## config.mk

```make
export PLATFORM = sky130hd
export DESIGN_NAME = rxw_wake_ctl
export DESIGN_NICKNAME = d
export VERILOG_FILES = /design/src/hdl/rxw_pkg.sv /design/src/hdl/rxw_sync_det.sv /design/src/hdl/rxw_wake_ctl.sv
export SDC_FILE = /design/constraint.sdc
export NUM_CORES = 1
export LEC_CHECK = 0
export BUFFER_PORTS_ARGS = -buffer_cell sky130_fd_sc_hd__buf_2
export CELL_PAD_IN_SITES_DETAIL_PLACEMENT = 1
export CELL_PAD_IN_SITES_GLOBAL_PLACEMENT = 1
export CORE_UTILIZATION = 44
export DETAILED_ROUTE_END_ITERATION = 10
export MAX_ROUTING_LAYER = met4
export PLACE_DENSITY = 0.85
export SETUP_SLACK_MARGIN = 0.1
export SKIP_CTS_REPAIR_TIMING = 1
export SLEW_MARGIN = 10
export SYNTH_ARGS = -nofsm -noshare
export SYNTH_HDL_FRONTEND = slang
export SYNTH_SLANG_ARGS = --single-unit
```

## constraint.sdc

```tcl
create_clock -name clock -period 3.88 [get_ports clock]
set_clock_uncertainty 0.05 [all_clocks]
set_input_delay 0.194 -clock clock [delete_from_list [all_inputs] [get_ports clock]]
set_output_delay 0.194 -clock clock [all_outputs]
set_load 0.05 [all_outputs]
```

## src/hdl/rxw_pkg.sv

```systemverilog
// package: constants, configuration carriers and states of the wake polling controller
`default_nettype none
package rxw_pkg;
  // ==========================================================
  // timing
  localparam int unsigned CLK_HZ = 25_000_000;
  localparam int unsigned RC_HZ = 40_000; // trimmed rc oscillator target
  localparam int unsigned RC_CLKS = CLK_HZ / RC_HZ; // system clocks per rc period
  localparam int unsigned CAL_N = 16; // rc periods measured per calibration pass
  localparam int unsigned CAL_TOL_PPM = 1000; // 0.1 percent
  localparam logic [15:0] CAL_TARGET = 16'(CAL_N * RC_CLKS);
  localparam logic [15:0] CAL_TOL = 16'(CAL_N * RC_CLKS * CAL_TOL_PPM / 1_000_000);
  localparam logic [4:0] CAL_LAST = 5'(CAL_N - 1);
  localparam logic [15:0] AGC_LAST = 16'h0003; // agc settling is 4 bit periods
  // ==========================================================
  // widths and reset values
  localparam int SYNC_W = 16;
  localparam logic [7:0] TRIM_RST = 8'h80;
  localparam logic [7:0] TRIM_MAX = 8'hFF;
  // ==========================================================
  // carriers
  typedef struct packed {
    logic wor_en; // periodic_wake_polling enable
    logic [15:0] sleep_ival; // rc periods per wake
    logic [15:0] listen_bits; // listen window, bit periods
    logic [15:0] bit_period; // system clocks per bit
    logic div_en; // antenna diversity enable
    logic diff_en; // complementary antenna select
    logic valid_sel; // 0 signal strength, 1 preamble detector
    logic [7:0] dwell_bits; // bit periods per antenna while searching
    logic cal_en; // automatic rc calibration
    logic [7:0] cal_ival; // wakes between calibrations
    logic [SYNC_W-1:0] sync_word;
    logic [7:0] pre_thr; // alternating bits that make a preamble
  } rxw_cfg_t;

  typedef struct packed {
    logic rx_bit; // demodulated bit, valid with bit strobe
    logic rssi_above; // signal strength over threshold
    logic pkt_done; // packet handler finished
    logic pkt_ok; // finished packet was good
    logic ack_req; // acknowledge to be sent
    logic ack_done; // acknowledge sent
  } rxw_rf_t;

  typedef enum logic [2:0] {ST_OFF, ST_SLEEP, ST_SETTLE, ST_LISTEN, ST_PKT, ST_ACK} rxw_st_t;
  typedef enum logic [1:0] {CAL_IDLE, CAL_ALIGN, CAL_MEAS} rxw_cal_t;
endpackage
`default_nettype wire

```

## src/hdl/rxw_sync_det.sv

```systemverilog
// sync word capture and preamble detector on the demodulated bit stream
`timescale 1ns/1ns
`default_nettype none
module rxw_sync_det (
  input wire logic clock,
  input wire logic sys_rst,
  input wire logic active,
  input wire logic bit_en,
  input wire logic rx_bit,
  input wire logic [rxw_pkg::SYNC_W-1:0] sync_word,
  input wire logic [7:0] pre_thr,
  output logic sync_hit,
  output logic pre_det
);
  import rxw_pkg::*;

  typedef struct packed {
    logic [SYNC_W-1:0] sh;
    logic [4:0] fill;
    logic [7:0] alt;
    logic hit;
    logic pre;
  } rxw_sd_t;

  rxw_sd_t s_q, s_d;

  // ==========================================================
  // shift, compare and count alternations
  always_comb begin
    s_d = s_q;
    s_d.hit = 1'b0;
    if (!active) begin
      s_d = '0;
    end else if (bit_en) begin
      s_d.sh = {s_q.sh[SYNC_W-2:0], rx_bit};
      if (s_q.fill != 5'(SYNC_W)) s_d.fill = s_q.fill + 5'h01;
      // locks on the word itself, no settling bytes needed
      if (s_q.fill >= 5'(SYNC_W - 1) && s_d.sh == sync_word) s_d.hit = 1'b1; // RULE12
      if (s_q.fill != 5'h00 && rx_bit != s_q.sh[0]) begin
        if (s_q.alt != 8'hFF) s_d.alt = s_q.alt + 8'h01;
      end else begin
        s_d.alt = 8'h00;
      end
      s_d.pre = (s_d.alt >= pre_thr) && (pre_thr != 8'h00); // RULE14
    end
  end

  // state register
  always_ff @(posedge clock) begin
    if (sys_rst) s_q <= '0;
    else s_q <= s_d;
  end

  assign sync_hit = s_q.hit;
  assign pre_det = s_q.pre;
endmodule
`default_nettype wire

```

## src/hdl/rxw_wake_ctl.sv

```systemverilog
// wake polling, rc calibration and antenna diversity control
//
// Contract
// RULE1 - polls the receiver on the sleep timer alone, host stays out of it
// RULE2 - each wake enters receive, listens, sleeps again if no packet arrived
// RULE3 - sleep interval and listen window are programmable
// RULE4 - sleep timer value is captured for every received message
// RULE5 - sleep timer advances on rc oscillator periods, not the crystal
// RULE6 - optional rc recalibration repeats every programmed number of wakes
// RULE7 - with diversity on, one output drives the antenna switch
// RULE8 - optional complementary antenna select output
// RULE9 - antenna select toggles while searching, holds once signal is valid
// RULE10 - antenna select stays unchanged while an acknowledge is sent
// RULE11 - signal valid by strength threshold or preamble detector, configurable
// RULE12 - sync capture locks directly on the sync word
// RULE13 - receive settling after wake is four bit periods of agc
// RULE14 - sync logic doubles as preamble detector
// RULE15 - calibration trims the rc oscillator to nominal 40 kHz
// RULE16 - calibration brings the rc within 0.1 percent of reference
// RULE17 - sleep timer counts rc periods, wakes at the interval, restarts
// RULE18 - searching antenna dwells a programmable number of bit periods
`timescale 1ns/1ns
`default_nettype none
module rxw_wake_ctl (
  input wire logic clock,
  input wire logic sys_rst,
  input wire rxw_pkg::rxw_cfg_t cfg,
  input wire rxw_pkg::rxw_rf_t rf,
  input wire logic rc_tick,
  output logic rx_en,
  output logic wake,
  output logic ant_sel,
  output logic ant_sel_n,
  output logic [15:0] ts,
  output logic ts_vld,
  output logic pkt_vld,
  output logic [7:0] rc_trim,
  output logic cal_ok,
  output logic pre_found
);
  import rxw_pkg::*;

  typedef struct packed {
    rxw_st_t st;
    rxw_cal_t cst;
    logic [15:0] slp;
    logic [15:0] win;
    logic [15:0] div;
    logic bit_en;
    logic [7:0] dwell;
    logic ant;
    logic ant_n;
    logic held;
    logic [15:0] ts;
    logic ts_vld;
    logic wake;
    logic pkt_vld;
    logic rx_en;
    logic [15:0] ccnt;
    logic [4:0] ticks;
    logic creq;
    logic [7:0] wcnt;
    logic [7:0] trim;
    logic cok;
    logic pre;
  } rxw_state_t;

  rxw_state_t s_q, s_d;
  logic sync_hit;
  logic pre_det;
  logic sd_active;
  logic sig_valid;

  // ==========================================================
  // sync and preamble detection
  assign sd_active = (s_q.st == ST_SETTLE) || (s_q.st == ST_LISTEN);
  assign sig_valid = cfg.valid_sel ? pre_det : rf.rssi_above; // RULE11

  rxw_sync_det u_sync (
    .clock(clock),
    .sys_rst(sys_rst),
    .active(sd_active),
    .bit_en(s_q.bit_en),
    .rx_bit(rf.rx_bit),
    .sync_word(cfg.sync_word),
    .pre_thr(cfg.pre_thr),
    .sync_hit(sync_hit),
    .pre_det(pre_det)
  );

  // ==========================================================
  // next state
  always_comb begin
    s_d = s_q;
    s_d.bit_en = 1'b0;
    s_d.wake = 1'b0;
    s_d.ts_vld = 1'b0;
    s_d.pkt_vld = 1'b0;
    s_d.pre = pre_det;

    // bit rate divider, only while the receiver is up
    if (s_q.st == ST_SETTLE || s_q.st == ST_LISTEN || s_q.st == ST_PKT) begin
      if (s_q.div >= cfg.bit_period - 16'h0001) begin
        s_d.div = 16'h0000;
        s_d.bit_en = 1'b1;
      end else begin
        s_d.div = s_q.div + 16'h0001;
      end
    end else begin
      s_d.div = 16'h0000;
    end

    // sleep timer on rc periods, free of any host action
    if (!cfg.wor_en) begin
      s_d.slp = 16'h0000;
    end else if (rc_tick) begin // RULE5
      if (s_q.slp >= cfg.sleep_ival - 16'h0001) begin // RULE3
        s_d.slp = 16'h0000; // RULE17
        s_d.wake = 1'b1; // RULE1
      end else begin
        s_d.slp = s_q.slp + 16'h0001;
      end
    end

    // receive sequencing
    case (s_q.st)
      ST_OFF: if (cfg.wor_en) s_d.st = ST_SLEEP;
      ST_SLEEP: begin
        if (!cfg.wor_en) begin
          s_d.st = ST_OFF;
        end else if (s_q.wake) begin
          s_d.st = ST_SETTLE; // RULE2
          s_d.win = 16'h0000;
          s_d.dwell = 8'h00;
          s_d.held = 1'b0;
        end
      end
      ST_SETTLE: begin
        if (s_q.bit_en) begin
          if (s_q.win == AGC_LAST) begin // RULE13
            s_d.st = ST_LISTEN;
            s_d.win = 16'h0000;
          end else begin
            s_d.win = s_q.win + 16'h0001;
          end
        end
      end
      ST_LISTEN: begin
        if (sync_hit) begin
          s_d.st = ST_PKT;
          s_d.ts = s_q.slp; // RULE4
          s_d.ts_vld = 1'b1;
        end else if (s_q.bit_en) begin
          if (s_q.win >= cfg.listen_bits - 16'h0001) s_d.st = ST_SLEEP; // RULE2
          else s_d.win = s_q.win + 16'h0001;
        end
      end
      ST_PKT: begin
        if (rf.pkt_done) begin
          s_d.pkt_vld = rf.pkt_ok;
          s_d.st = (rf.pkt_ok && rf.ack_req) ? ST_ACK : ST_SLEEP;
        end
      end
      ST_ACK: if (rf.ack_done) s_d.st = ST_SLEEP;
      default: s_d.st = ST_OFF;
    endcase
    s_d.rx_en = (s_d.st == ST_SETTLE) || (s_d.st == ST_LISTEN) || (s_d.st == ST_PKT);

    // antenna search: toggle per dwell until valid, then hold; frozen outside search
    if (!cfg.div_en) begin
      s_d.ant = 1'b0;
    end else if (sd_active && !s_q.held) begin // RULE7 RULE10
      if (sig_valid) begin
        s_d.held = 1'b1; // RULE9
      end else if (s_q.bit_en) begin
        if (s_q.dwell >= cfg.dwell_bits - 8'h01) begin // RULE18
          s_d.dwell = 8'h00;
          s_d.ant = ~s_q.ant; // RULE9
        end else begin
          s_d.dwell = s_q.dwell + 8'h01;
        end
      end
    end
    s_d.ant_n = cfg.diff_en ? ~s_d.ant : 1'b0; // RULE8

    // calibration scheduling; a new request wins over the clear
    if (s_q.cst == CAL_IDLE && cfg.cal_en && s_q.creq) s_d.creq = 1'b0;
    if (cfg.cal_en && s_q.wake) begin
      if (s_q.wcnt >= cfg.cal_ival - 8'h01) begin // RULE6
        s_d.wcnt = 8'h00;
        s_d.creq = 1'b1;
      end else begin
        s_d.wcnt = s_q.wcnt + 8'h01;
      end
    end

    // rc measurement: clocks over CAL_N rc periods against the crystal target
    case (s_q.cst)
      CAL_IDLE: if (cfg.cal_en && s_q.creq) s_d.cst = CAL_ALIGN;
      CAL_ALIGN: begin
        s_d.ccnt = 16'h0001; // the aligning cycle is the first one counted
        s_d.ticks = 5'h00;
        if (!cfg.cal_en) s_d.cst = CAL_IDLE;
        else if (rc_tick) s_d.cst = CAL_MEAS;
      end
      CAL_MEAS: begin
        s_d.ccnt = s_q.ccnt + 16'h0001;
        if (!cfg.cal_en) begin
          s_d.cst = CAL_IDLE;
        end else if (rc_tick) begin
          s_d.ticks = s_q.ticks + 5'h01;
          if (s_q.ticks == CAL_LAST) begin
            s_d.cst = CAL_IDLE;
            s_d.cok = 1'b0;
            if (s_q.ccnt > CAL_TARGET + CAL_TOL) begin // RULE16
              if (s_q.trim != TRIM_MAX) s_d.trim = s_q.trim + 8'h01; // RULE15
            end else if (s_q.ccnt < CAL_TARGET - CAL_TOL) begin
              if (s_q.trim != 8'h00) s_d.trim = s_q.trim - 8'h01; // RULE15
            end else begin
              s_d.cok = 1'b1; // RULE16
            end
          end
        end
      end
      default: s_d.cst = CAL_IDLE;
    endcase
  end

  // state register; calibration is requested once after reset
  always_ff @(posedge clock) begin
    if (sys_rst) begin
      s_q <= '0;
      s_q.trim <= TRIM_RST;
      s_q.creq <= 1'b1;
    end else begin
      s_q <= s_d;
    end
  end

  // outputs straight from the state register
  assign rx_en = s_q.rx_en;
  assign wake = s_q.wake;
  assign ant_sel = s_q.ant;
  assign ant_sel_n = s_q.ant_n;
  assign ts = s_q.ts;
  assign ts_vld = s_q.ts_vld;
  assign pkt_vld = s_q.pkt_vld;
  assign rc_trim = s_q.trim;
  assign cal_ok = s_q.cok;
  assign pre_found = s_q.pre;
endmodule
`default_nettype wire

```

# After elaboration in Yosys (flattened, before gate mapping)
# Index checks and enable logic that the tools add are counted.
# Widths: inputs -> output; s select.
[word_totals]
in_bits = 102
reg_bits = 155
[op_classes]
reduce_logical = 39
n_lt_le_gt_ge = 9
addsub = 16
n_eq_ne = 30
bitwise_logic = 11
mux = 66
[ops]
columns = ["cell", "count"]
rows = [
  ["$mux 16", 8],
  ["$mux 8", 14],
  ["$add 16x1->16 const B", 4],
  ["$ge 16x16->1", 3],
  ["$pmux 16 s3", 1],
  ["$sub 16x1->16 const B", 3],
  ["$pmux 21 s2", 1],
  ["$mux 9", 4],
  ["$mux 3", 11],
  ["$add 8x1->8 const B", 4],
  ["$ge 8x8->1", 3],
  ["$sub 8x1->8 const B", 3],
  ["$pmux 3 s6", 1],
  ["$mux 1", 17],
  ["$eq 16x16->1", 1],
  ["$eq 16x2->1 const B", 1],
  ["$gt 16x14->1 const B", 1],
  ["$lt 16x14->1 const B", 1],
  ["$ne 2x2->1 const B", 8],
  ["$ne 8x8->1 const B", 2],
  ["$reduce_bool 8->1", 2],
  ["$reduce_and 7->1", 2],
  ["$eq 3x2->1 const B", 4],
  ["$mux 2", 6],
  ["other kinds (27)", 66],
]

# Logic depth before layout (Yosys ltp)
# Gate-level depths: netlist (run 1).
[logic_depth]
depth_word = 9
mapped_depth = 16
mapped_depth_nobuf = 15

# By module
# A second synthesis (run 1) with hierarchy kept.
[unflattened]
cells_unflattened = 1240
hier_area_um2 = 10072.2
[modules_own_cells]
columns = ["mod", "instances", "area_each_um2", "cells_each"]
rows = [
  ["rxw_wake_ctl", 1, 8289.2, 1026],
  ["rxw_sync_det", 1, 1783.0, 214],
]

# Worst setup path after synthesis (run 1)
# OpenSTA, ideal clock, no wires.
[synth_path]
path_kind = "in2reg"
startpoint = "input port cfg[61] (netlist bit)"
endpoint = "register s_q[100] (netlist bit)"
arrival_time_ns = 3.073
t_required_ns = 3.760
cell_stages = 13
slack_ns = 0.688
n_path_buf = 0
path_cell_list = "nor3_1 > nor3b_1 > nand3_1 > nor3_1 > xnor2_1 > ha_1 > a21o_1 > a21o_1 > a21oi_1 > o21ai_2 > o31a_1 > or4_1 > a21oi_1"
[synth_between]
elab_chain_len = 4
[synth_lines]
columns = ["item", "line", "source"]
rows = [
  ["start, declared", "rxw_wake_ctl.sv:27", "input wire rxw_pkg::rxw_cfg_t cfg,"],
  ["$sub 16x1->16", "rxw_wake_ctl.sv:154", "if (s_q.win >= cfg.listen_bits - 16'h0001) s_d.st = ST_SLEEP;"],
  ["$ge 16x16->1", "rxw_wake_ctl.sv:154", ""],
  ["$ne 2x2->1 (no source line)", "n/a", ""],
  ["$reduce_and 7->1 (no source line)", "n/a", ""],
  ["end, declared", "rxw_wake_ctl.sv:68", "rxw_state_t s_q, s_d;"],
]
# Every way passes these cells.
# A chain may end at the register's enable or synchronous reset.

# Final worst setup path (run 1)
[layout_path]
startpoint = "input port cfg[62] (netlist bit)"
endpoint = "register s_q[100] (netlist bit)"
# The elaborated chain is that of the path after synthesis.

==> flow_metrics.py, run 1 <==
metrics = {
    "sta": {
        "fin_crit_sh": 0.866,
        "hold_violations": 1,
        "worst-slew-pin-transition_ns": 1.04,
        "period_minus_slack_ns": 3.36,
        "maxSlewHeadroom": 0.305,
        "setup_viol": 0,
        "timing.fmax_mhz": 298,
        "maxSlewViolCount": 0,
        "setup_slack_ns": 0.520,
        "rsz0062_at_grt": "no",
        "hold-worst-slack_ns": -0.00335,
        "final.setup.tns_ns": 0,
    },
    "clock_tree": {
        "clk_latency_ns": 0.43,
        "cts_tree": "built",
        "clock-sinks": 155,
        "root_buffer": "clkbuf_16",
        "cts_buffers": 17,
        "clk_pin_slew_ns": 0.06,
        "cts_max_path_buffers": 2,
        "ctsHtreeMaxLevel": 4,
    },
    "placement": {
        "pre_cts_slack_ns": -0.0864,
        "routabilityCongestion": 0.817,
        "dp_cells": 1577,
        "dp_hpwl_mm": 19.0,
        "portBuffers": 133,
    },
    "power_and_ir_drop": {
        "fin_total_pwr_mw": 3.73,
        "p_leak_nw": 4.75,
        "irDropWorstVdd_mv": 0.234,
        "pwr_density_cell_nw_per_um2": 328,
    },
    "worst_setup_path": {
        "crit_chain": "buf_2 -> nor3_1 -> nor3b_2 -> nand3_1 -> nor3_1 -> xnor2_1 -> ha_1 -> a21o_1 -> a21o_1 -> a21oi_1 -> o21ai_2 -> o31a_1 -> or4_1 -> a21oi_1",
        "crit_path_start_kind": "input pin",
        "critPathTopFamily": "simple AND/OR/NAND/NOR gates",
        "worstSetupPathType": "in2reg",
        "crit_path_end_kind": "register",
        "cp_num_buf_inv": 1,
        "critPathMaxFanout": 16,
        "critPathMaxStageDelay_ns": 0.56,
        "worstPathRequired_ns": 4.18,
        "worstPathArrival_ns": 3.66,
        "cpMaxStageDelayCell": "or4_1",
    },
    "logic_synthesis": {
        "synthDistinctLibCells": 67,
        "yosysSeqAreaShare": 0.312,
        "syn_avg_cell_area_um2": 8.20,
        "synth_warnings": 0,
        "ys_dominant_reg_cell": "dfxtp_1",
        "synth_edf_count": 0,
        "syn_inst": 1212,
        "synth_fp_nets": 1414,
        "netlist_area_um2": 9940,
        "ys_ff_latch": 155,
        "synthArstFlopShare": 0,
    },
    "outcome": {
        "violations": "design-rule violations, negative hold slack",
        "status": "finished, violations left",
    },
    "drt": {
        "drc": 8,
        "drt_iter0_markers": 354,
        "ant_nets": 0,
        "dr.pass1.iters": 8,
        "via_per_inst": 5.45,
        "wl_per_cell_um": 15.8,
        "totalWireLength_mm": 25.5,
        "vias": 8786,
    },
    "global_routing": {
        "grt_util_all_layers": 0.232,
        "grt_pass1_wl_mm": 43.2,
        "antenna_found_initial": 3,
        "grt_max_degree": 45,
        "grt_pass1_vias": 9240,
        "globalRoute.totalOverflow": 0,
    },
    "final_layout": {
        "layout.nets": 1519,
        "area_delta_synth_final_pct": 14.3,
        "layout-drive-gt1-share": 0.141,
        "final_cells": 1613,
        "fin_util": 0.517,
    },
    "floorplanning": {
        "die_height_um": 152,
        "core-area_um2": 22000,
        "initial_core_util": 0.453,
        "dieArea_um2": 23200,
        "die_w_um": 152,
        "rows": 54,
        "ios": 134,
    },
    "job": {
        "cap_violations": 0,
    },
    "hold_path": {
        "hold_class": "in2reg",
    },
}
final timing paths:
path                                            from                 endpoint  slack (ns)  cells after the start
worst max-delay path                         cfg[62]    s_q[100]$_SDFFE_PP0P_        0.52                     14
worst min register to register   ts[11]$_SDFFE_PP0P_      ts[11]$_SDFFE_PP0P_        0.40                      2
worst min-delay path                           rf[2]       pkt_vld$_SDFF_PP0_      -0.003                      2
worst max register to register  s_q[24]$_SDFFE_PP0P_  rc_trim[7]$_SDFFE_PP1P_        0.67                     13
logic make-up after synthesis:
| family | Yosys count | share of synthesized area |
|---|---|---|
| and+or+nand+nor | 492 | 0.239 |
| AOI/OAI and AO/OA | 198 | 0.126 |
| muxes | 25 | 0.0252 |
| adders and majority gates | 100 | 0.127 |
| DFF | 155 | 0.312 |
| buffers and inverters | 106 | 0.0512 |
| xor gates and xnor gates | 136 | 0.120 |
placed cells by master (no fill, tap or decap), types with 5 or more instances in the layout:
cell / synthesis / layout
nand2b_1: 12 / 12
ha_1: 99 / 99
o31ai_1: 6 / 6
inv_1: 48 / 48
clkbuf_16: 0 / 17
nor4b_1: 5 / 5
mux2i_1: 25 / 25
a21oi_1: 76 / 76
a21o_1: 23 / 23
xnor2_1: 71 / 71
nor3_1: 30 / 30
dfxtp_1: 155 / 155
a211oi_1: 5 / 5
a31oi_1: 6 / 6
nor2b_1: 9 / 9
nor2_1: 163 / 163
nand2_1: 113 / 113
nor4_1: 22 / 22
nand4_1: 28 / 28
buf_4: 26 / 7
nor3b_1: 8 / 7
a41o_1: 5 / 5
or4_1: 11 / 11
buf_2: 3 / 133
o21ai_0: 28 / 28
xor2_1: 65 / 65
nand3_1: 42 / 42
o211ai_1: 7 / 7
or3_1: 7 / 7
and3_1: 23 / 23
o21a_1: 7 / 7
power by group:
part	internal (mW)	leakage, nW	switching, mW
registers	1.60	1.25	0.00787
logic	0.125	3.19	0.164
clock network	1.12	0.307	0.715
total	2.84	4.75	0.887
area by class of cell:
type                    count  area (um2)
flip-flops and latches    155        3100
fillers                  2724       10600
repair buffers            141         728
clock inverters            12         188
multi-input cells         951        6340
diodes                      3        7.51
clock buffers              20         457
inverters                  51         191
well taps                 280         350
Yosys cell counts (9+ instances only):
master    count  share of area
xnor2_1      71          0.063
ha_1         99           0.12
xor2_1       65          0.057
nand2b_1     12         0.0075
mux2i_1      25          0.025
a21oi_1      76          0.038
nor3_1       30          0.015
nand4_1      28          0.018
and3_1       23          0.014
nor4_1       22          0.014
nand2_1     113          0.043
nand3_1      42          0.021
clkbuf_1     22         0.0083
a21o_1       23          0.017
nor2b_1       9         0.0057
o21ai_0      28          0.014
dfxtp_1     155           0.31
nor2_1      163          0.062
or4_1        11         0.0083
inv_1        48          0.018
buf_4        26          0.020
layer usage:
metal	global-route usage	wire length (um)	up-vias
met5	-	0	-
met4	0.0656	349	0
met3	0.0435	1170	26
met2	0.397	12300	133
met1	0.276	11600	4183
li1	-	-	4444
metrics by stage:
step	area [um2]	hold slack, ns
after floorplan	9940	0.287
after global placement	10700	0.385
after detailed placement	10700	0.386
after CTS	11300	-0.0658
after global routing	11400	0.0132
final	11400	-0.00335
state kept, by name, summed over array words and instances (netlist names), 8 cells and up:
register	flops
rc_trim	8
ts	16
s_q	93
u_sync.s_q	28
Note: power is estimated with default switching activity, not from simulation.
==> run 2, diff against run 1 <==
--- a/config.mk
+++ b/config.mk
@@ -17,4 +17,5 @@
 export SLEW_MARGIN = 10
 export SYNTH_ARGS = -nofsm -noshare
 export SYNTH_HDL_FRONTEND = slang
+export SYNTH_HIERARCHICAL = 1
 export SYNTH_SLANG_ARGS = --single-unit
==> flow_metrics.py, run 2 <==
metrics = {
    "global_routing": {
        "grt_pass1_vias": 9573,
        "grt_max_degree": 32,
        "grt_pass1_wl_mm": 45.2,
        "antenna_found_initial": 0,
        "globalRoute.totalOverflow": 0,
        "grt_util_all_layers": 0.241,
    },
    "floorplanning": {
        "rows": 54,
        "core-area_um2": 22200,
        "die_height_um": 153,
        "die_w_um": 153,
        "ios": 134,
        "initial_core_util": 0.454,
        "dieArea_um2": 23500,
    },
    "drt": {
        "drt_iter0_markers": 461,
        "dr.pass1.iters": 4,
        "via_per_inst": 5.52,
        "vias": 9010,
        "totalWireLength_mm": 26.3,
        "wl_met2_mm": 13.3,
        "ant_nets": 0,
        "wl_met3_um": 669,
        "wl_per_cell_um": 16.1,
        "top_layer": "met4",
        "wl_met1_mm": 11.7,
        "drc": 0,
    },
    "sta": {
        "hold_violations": 1,
        "setup_slack_ns": 0.438,
        "period_minus_slack_ns": 3.44,
        "maxSlewHeadroom": 0.313,
        "rsz0062_at_grt": "no",
        "setup_viol": 0,
        "worst-slew-pin-transition_ns": 1.02,
        "maxSlewViolCount": 0,
        "final.setup.tns_ns": 0,
        "fin_crit_sh": 0.887,
        "hold-worst-slack_ns": -0.00463,
        "timing.fmax_mhz": 291,
    },
    "power_and_ir_drop": {
        "p_leak_nw": 4.76,
        "irDropWorstVdd_mv": 0.244,
        "pwr_density_cell_nw_per_um2": 333,
    },
    "placement": {
        "dp_hpwl_mm": 20.1,
        "portBuffers": 133,
        "routabilityCongestion": 0.838,
        "pre_cts_slack_ns": 0.0442,
        "place_area_um2": 10800,
        "dp_cells": 1598,
    },
    "logic_synthesis": {
        "synthDistinctLibCells": 63,
        "synth_edf_count": 0,
        "yosysMostFrequentCell": "nor2_1",
        "synth_fp_nets": 1442,
        "ys_ff_latch": 155,
        "ys_dominant_reg_cell": "dfxtp_1",
        "yosysSeqAreaShare": 0.308,
        "synthTopCellsByArea": "dfxtp_1 (31%), ha_1 (12%), xor2_1 (6.1%), nor2_1 (6.0%), xnor2_1 (5.8%)",
        "syn_avg_cell_area_um2": 8.12,
        "synth_top_cell_by_area": "dfxtp_1",
        "syn_inst": 1240,
        "synthArstFlopShare": 0,
        "yosysTopAreaCellShare": 0.308,
        "netlist_area_um2": 10100,
        "synth_warnings": 6,
        "netlist_top_cells_count": "nor2_1 (162), dfxtp_1 (155), nand2_1 (127), ha_1 (99), a21oi_1 (73)",
    },
    "final_layout": {
        "final_cells": 1631,
        "regMostFlops": "s_q",
        "final_common_cell": "nor2_1",
        "antenna_cells": 0,
        "regArea_um2": 3100,
        "final_cell_mix": "nor2_1 (162), dfxtp_1 (155), buf_2 (133)",
        "fin_util": 0.516,
        "area_delta_synth_final_pct": 13.6,
        "multi_input_area_um2": 6470,
        "layout.nets": 1540,
        "layout-drive-gt1-share": 0.132,
        "fin_area_um2": 11400,
        "largest_reg_flops": 93,
        "fill_cells": 2748,
    },
    "worst_setup_path": {
        "crit_chain": "buf_2 -> or4_1 -> nor2_1 -> nand2_1 -> or3_1 -> xor2_1 -> ha_1 -> a21o_1 -> a21o_1 -> a21oi_1 -> o211ai_1 -> a221oi_1 -> nand2_1 -> nor2_1",
        "crit_path_end_kind": "register",
        "worstSetupPathType": "in2reg",
        "worstPathRequired_ns": 4.18,
        "crit_path_start_kind": "input pin",
        "critPathMaxStageDelay_ns": 0.56,
        "cpMaxStageDelayCell": "or4_1",
        "critPathMaxFanout": 15,
        "worstPathArrival_ns": 3.74,
    },
    "hold_path": {
        "hold_class": "in2reg",
    },
    "outcome": {
        "violations": "negative hold slack",
        "status": "finished, violations left",
    },
    "job": {
        "cap_violations": 0,
    },
    "clock_tree": {
        "root_buffer": "clkbuf_16",
        "clk_pin_slew_ns": 0.06,
        "cts_tree": "built",
        "clk_latency_ns": 0.43,
        "clock-sinks": 155,
        "cts_buffers": 17,
        "cts_max_path_buffers": 2,
        "ctsHtreeMaxLevel": 4,
    },
}
==> run 2: cells by family after synthesis <==
kind of cell               after synthesis  synth area share
adders and majority gates              100             0.125
muxes                                   30            0.0298
buffers and inverters                  108            0.0498
DFF                                    155             0.308
and+or+nand+nor                        507             0.241
xor gates and xnor gates               137             0.119
AOI/OAI and AO/OA                      203             0.127
==> run 2: worst paths after layout <==
kind | from | endpoint | slack (ns) | cells past startpoint
hold / removal | rf[3] | pkt_vld$_SDFF_PP0_ | -0.005 | 3
hold reg to reg | ts[12]$_SDFFE_PP0P_ | ts[12]$_SDFFE_PP0P_ | 0.40 | 2
setup / recovery | cfg[49] | s_q[75]$_SDFF_PP0_ | 0.44 | 14
setup reg to reg | s_q[25]$_SDFFE_PP0P_ | rc_trim[7]$_SDFFE_PP1P_ | 0.46 | 12
==> run 2: power breakdown <==
group	switching, mW	internal (mW)
sequential	0.0216	1.61
clock	0.674	1.11
combinational	0.234	0.156
==> run 2: cell type report <==
cell class,instances,share of cell area
inverters,49,0.0161
well taps,280,0.0306
flip-flops and latches,155,0.271
clock inverters,10,0.0144
repair buffers,138,0.0617
clock buffers,22,0.0406
multi-input cells,977,0.565
==> run 2: metal layers <==
layer  track usage  up-vias
met2         0.420      144
met5             -        -
met1         0.280     4300
met3        0.0323       52
li1              -     4514
met4        0.0943        0
==> run 2: critical path, delay by kind of cell <==
| family | cells | cell delay (ns) |
|---|---|---|
| and+or+nand+nor | 6 | 1.90 |
| buffers and inverters | 1 | 0.11 |
| xor gates and xnor gates | 1 | 0.16 |
| adders and majority gates | 1 | 0.28 |
| AOI/OAI and AO/OA | 5 | 1.08 |
==> run 2: per-stage QoR <==
step                      hold slack, ns  total power [mW]
after floorplan                    0.262              1.90
after global placement             0.381              2.03
after detailed placement           0.394              2.05
after CTS                        -0.0522              3.84
after global routing              0.0174              3.97
final                           -0.00463              3.81
==> run 3, diff against run 2 <==
--- a/config.mk
+++ b/config.mk
@@ -5,13 +5,15 @@
 export SDC_FILE = /design/constraint.sdc
 export NUM_CORES = 1
 export LEC_CHECK = 0
+export ABC_AREA = 1
 export BUFFER_PORTS_ARGS = -buffer_cell sky130_fd_sc_hd__buf_2
 export CELL_PAD_IN_SITES_DETAIL_PLACEMENT = 1
 export CELL_PAD_IN_SITES_GLOBAL_PLACEMENT = 1
-export CORE_UTILIZATION = 44
+export CORE_UTILIZATION = 43
 export DETAILED_ROUTE_END_ITERATION = 10
 export MAX_ROUTING_LAYER = met4
-export PLACE_DENSITY = 0.85
+export PLACE_DENSITY = 0.86
+export RECOVER_POWER = 50
 export SETUP_SLACK_MARGIN = 0.1
 export SKIP_CTS_REPAIR_TIMING = 1
 export SLEW_MARGIN = 10
==> flow_metrics.py, run 3 <==
metrics = {
    "logic_synthesis": {
        "ys_dominant_reg_cell": "dfxtp_1",
        "synthArstFlopShare": 0,
        "yosysMostFrequentCell": "nand2_1",
        "synthTopCellsByArea": "dfxtp_1 (29%), ha_1 (11%), nand2_1 (10%), nor2_1 (7.3%), inv_1 (6.2%)",
        "netlist_area_um2": 10800,
        "synth_edf_count": 0,
        "syn_avg_cell_area_um2": 6.92,
        "synthDistinctLibCells": 51,
        "synth_warnings": 6,
        "synth_fp_nets": 1765,
        "yosysSeqAreaShare": 0.287,
        "netlist_top_cells_count": "nand2_1 (293), nor2_1 (210), inv_1 (180), dfxtp_1 (155), a21oi_1 (123)",
        "ys_ff_latch": 155,
        "synth_top_cell_by_area": "dfxtp_1",
        "yosysTopAreaCellShare": 0.287,
        "syn_inst": 1563,
    },
    "clock_tree": {
        "cts_max_path_buffers": 2,
        "clk_latency_ns": 0.43,
        "ctsHtreeMaxLevel": 4,
        "cts_tree": "built",
        "clk_pin_slew_ns": 0.07,
        "root_buffer": "clkbuf_16",
        "cts_buffers": 17,
        "clock-sinks": 155,
    },
    "final_layout": {
        "layout.nets": 1873,
        "multi_input_area_um2": 6680,
        "fill_cells": 3318,
        "regArea_um2": 3100,
        "final_cell_mix": "nand2_1 (293), nor2_1 (213), inv_1 (181)",
        "layout-drive-gt1-share": 0.111,
        "area_delta_synth_final_pct": 12.2,
        "largest_reg_flops": 93,
        "final_common_cell": "nand2_1",
        "regMostFlops": "s_q",
    },
    "sta": {
        "timing.fmax_mhz": 312,
        "rsz0062_at_grt": "no",
        "maxSlewViolCount": 58,
        "final.setup.tns_ns": 0,
        "fin_crit_sh": 0.825,
        "worst-slew-pin-transition_ns": 1.81,
        "setup_viol": 0,
        "maxSlewHeadroom": -0.206,
        "hold_violations": 0,
        "period_minus_slack_ns": 3.20,
        "hold-worst-slack_ns": 0.0485,
    },
    "worst_setup_path": {
        "reg2reg_setup_slack_ns": 0.73,
        "worstSetupPathType": "in2reg",
        "crit_path_start_kind": "input pin",
        "r2r-end": "s_q[101]$_SDFFE_PP0P_",
        "rr_worst_depth": 9,
        "critPathMaxFanout": 12,
        "worstPathRequired_ns": 4.06,
        "r2r_start": "s_q[123]$_SDFF_PP0_",
        "crit_path_end_kind": "register",
        "worstPathArrival_ns": 3.38,
    },
    "global_routing": {
        "grt_pass1_vias": 10907,
        "antenna_found_initial": 2,
        "grt_max_degree": 44,
        "grt_util_all_layers": 0.242,
        "globalRoute.totalOverflow": 0,
        "grt_pass1_wl_mm": 50.5,
    },
    "floorplanning": {
        "dieArea_um2": 25800,
        "core-area_um2": 24500,
        "die_w_um": 161,
        "initial_core_util": 0.441,
        "die_height_um": 161,
        "rows": 57,
        "ios": 134,
    },
    "drt": {
        "wl_per_cell_um": 14.8,
        "drt_iter0_markers": 540,
        "via_per_inst": 5.23,
        "vias": 10506,
        "drc": 0,
        "totalWireLength_mm": 29.7,
        "ant_nets": 0,
        "dr.pass1.iters": 5,
    },
    "job": {
        "cap_violations": 2,
    },
    "placement": {
        "routabilityCongestion": 0.829,
        "dp_hpwl_mm": 23.0,
        "portBuffers": 133,
    },
    "power_and_ir_drop": {
        "pwr_density_cell_nw_per_um2": 299,
        "power.internal_mw": 2.60,
        "p_leak_nw": 5.30,
        "power.net_switching_mw": 1.03,
        "irDropWorstVdd_mv": 0.226,
        "p_seq_frac": 0.448,
        "p_sw_frac": 0.283,
        "p_comb_frac": 0.110,
        "clock_power_share": 0.442,
    },
    "hold_path": {
        "min-delay-start": "rf[5]",
        "hold_end": "u_sync/s_q[15]$_SDFFE_PP0P_",
        "hold_class": "in2reg",
        "worstHoldPathCells": 3,
    },
    "outcome": {
        "violations": "max-capacitance violations, max-slew violations",
        "status": "finished, violations left",
    },
}
run 3: cell types whose count changed after synthesis, moves of 13 or more:
cell     previous run  this run
mux2i_1            30         0
a21o_1             28         0
xnor2_1            67        42
nand2_1           127       293
and3_1             22         0
inv_1              49       180
nor2_1            162       210
nand3_1            48        99
a21oi_1            73       123
o21ai_0            38        58
o21ai_1             0        14
or3_1              14         1
run 3: cell families (layout without fill, tap and decap cells):
family                     count (synthesis)  in the layout  share of synthesized area
and+or+nand+nor                          722            722                      0.294
buffers and inverters                    243            364                     0.0950
AOI/OAI and AO/OA                        234            234                      0.120
DFF                                      155            155                      0.287
xor gates and xnor gates                 109            109                     0.0882
adders and majority gates                100            100                      0.116
other                                      0              2                          0
run 3: how the worst max path moves through the flow:
stage          startpoint                    end  slack (ns)  depth (start not counted)
6_report          cfg[60]  s_q[101]$_SDFFE_PP0P_        0.68                         18
5_1_grt           cfg[60]  s_q[100]$_SDFFE_PP0P_        0.37                         18
4_1_cts           cfg[60]  s_q[101]$_SDFFE_PP0P_        0.72                         18
3_5_place_dp      cfg[60]  s_q[101]$_SDFFE_PP0P_        0.28                         18
3_3_place_gp      cfg[62]  s_q[102]$_SDFFE_PP0P_        0.59                         20
2_1_floorplan     cfg[60]   s_q[95]$_SDFFE_PP0P_        1.02                         17
run 3: layer usage:
layer  GRT usage  part of all wire  up-vias
met3      0.0313             0.023       29
met5           -                 0        -
li1            -                 -     5321
met1       0.286              0.45     5018
met4      0.0524             0.013        0
met2       0.435              0.51      138
run 3: layout make-up:
type,instances,share of cell area
Inverter,192,0.0594
Clock inverter,15,0.0107
Clock buffer,17,0.0350
Sequential cell,155,0.256
Multi-Input combinational cell,1165,0.550
Tap cell,324,0.0334
Antenna cell,2,0.000412
Timing Repair Buffer,140,0.0553
run 3: worst max-delay path, stage by stage:
cell and delay (ns):
buf_2 0.10, inv_1 0.08, ha_1 0.19, nand2_1 0.09, nor3_1 0.37, nor3b_1 0.44, nand3_1 0.16, xnor2_1 0.17
inv_1 0.06, ha_1 0.27, nand2_1 0.06, nor4_1 0.33, nand2_1 0.12, nand3_1 0.10, nand2_2 0.21, buf_4 0.26
nand3_1 0.07, a21oi_1 0.08
run 3: power groups by stage:
| stage | combinational [mW] | sequential [mW] | clock (mW) |
|---|---|---|---|
| global route | 0.453 | 1.63 | 1.71 |
| CTS | 0.403 | 1.62 | 1.64 |
| floorplan | 0.249 | 1.66 | 0 |
| global placement | 0.375 | 1.66 | 0 |
| finish | 0.398 | 1.62 | 1.60 |
| detailed placement | 0.397 | 1.66 | 0 |
run 3: per-stage QoR:
step / instance area, um2 / setup slack [ns] / cells / utilization / power (mW)
floorplan: 10800 / 1.02 / 1563 / - / 1.91
global placement: 11600 / 0.588 / 1975 / 0.474 / 2.03
detailed placement: 11600 / 0.280 / 1975 / 0.474 / 2.06
CTS: 12200 / 0.716 / 2007 / 0.497 / 3.66
global route: 12100 / 0.371 / 2010 / 0.495 / 3.79
finish: 12100 / 0.678 / 2010 / 0.495 / 3.63
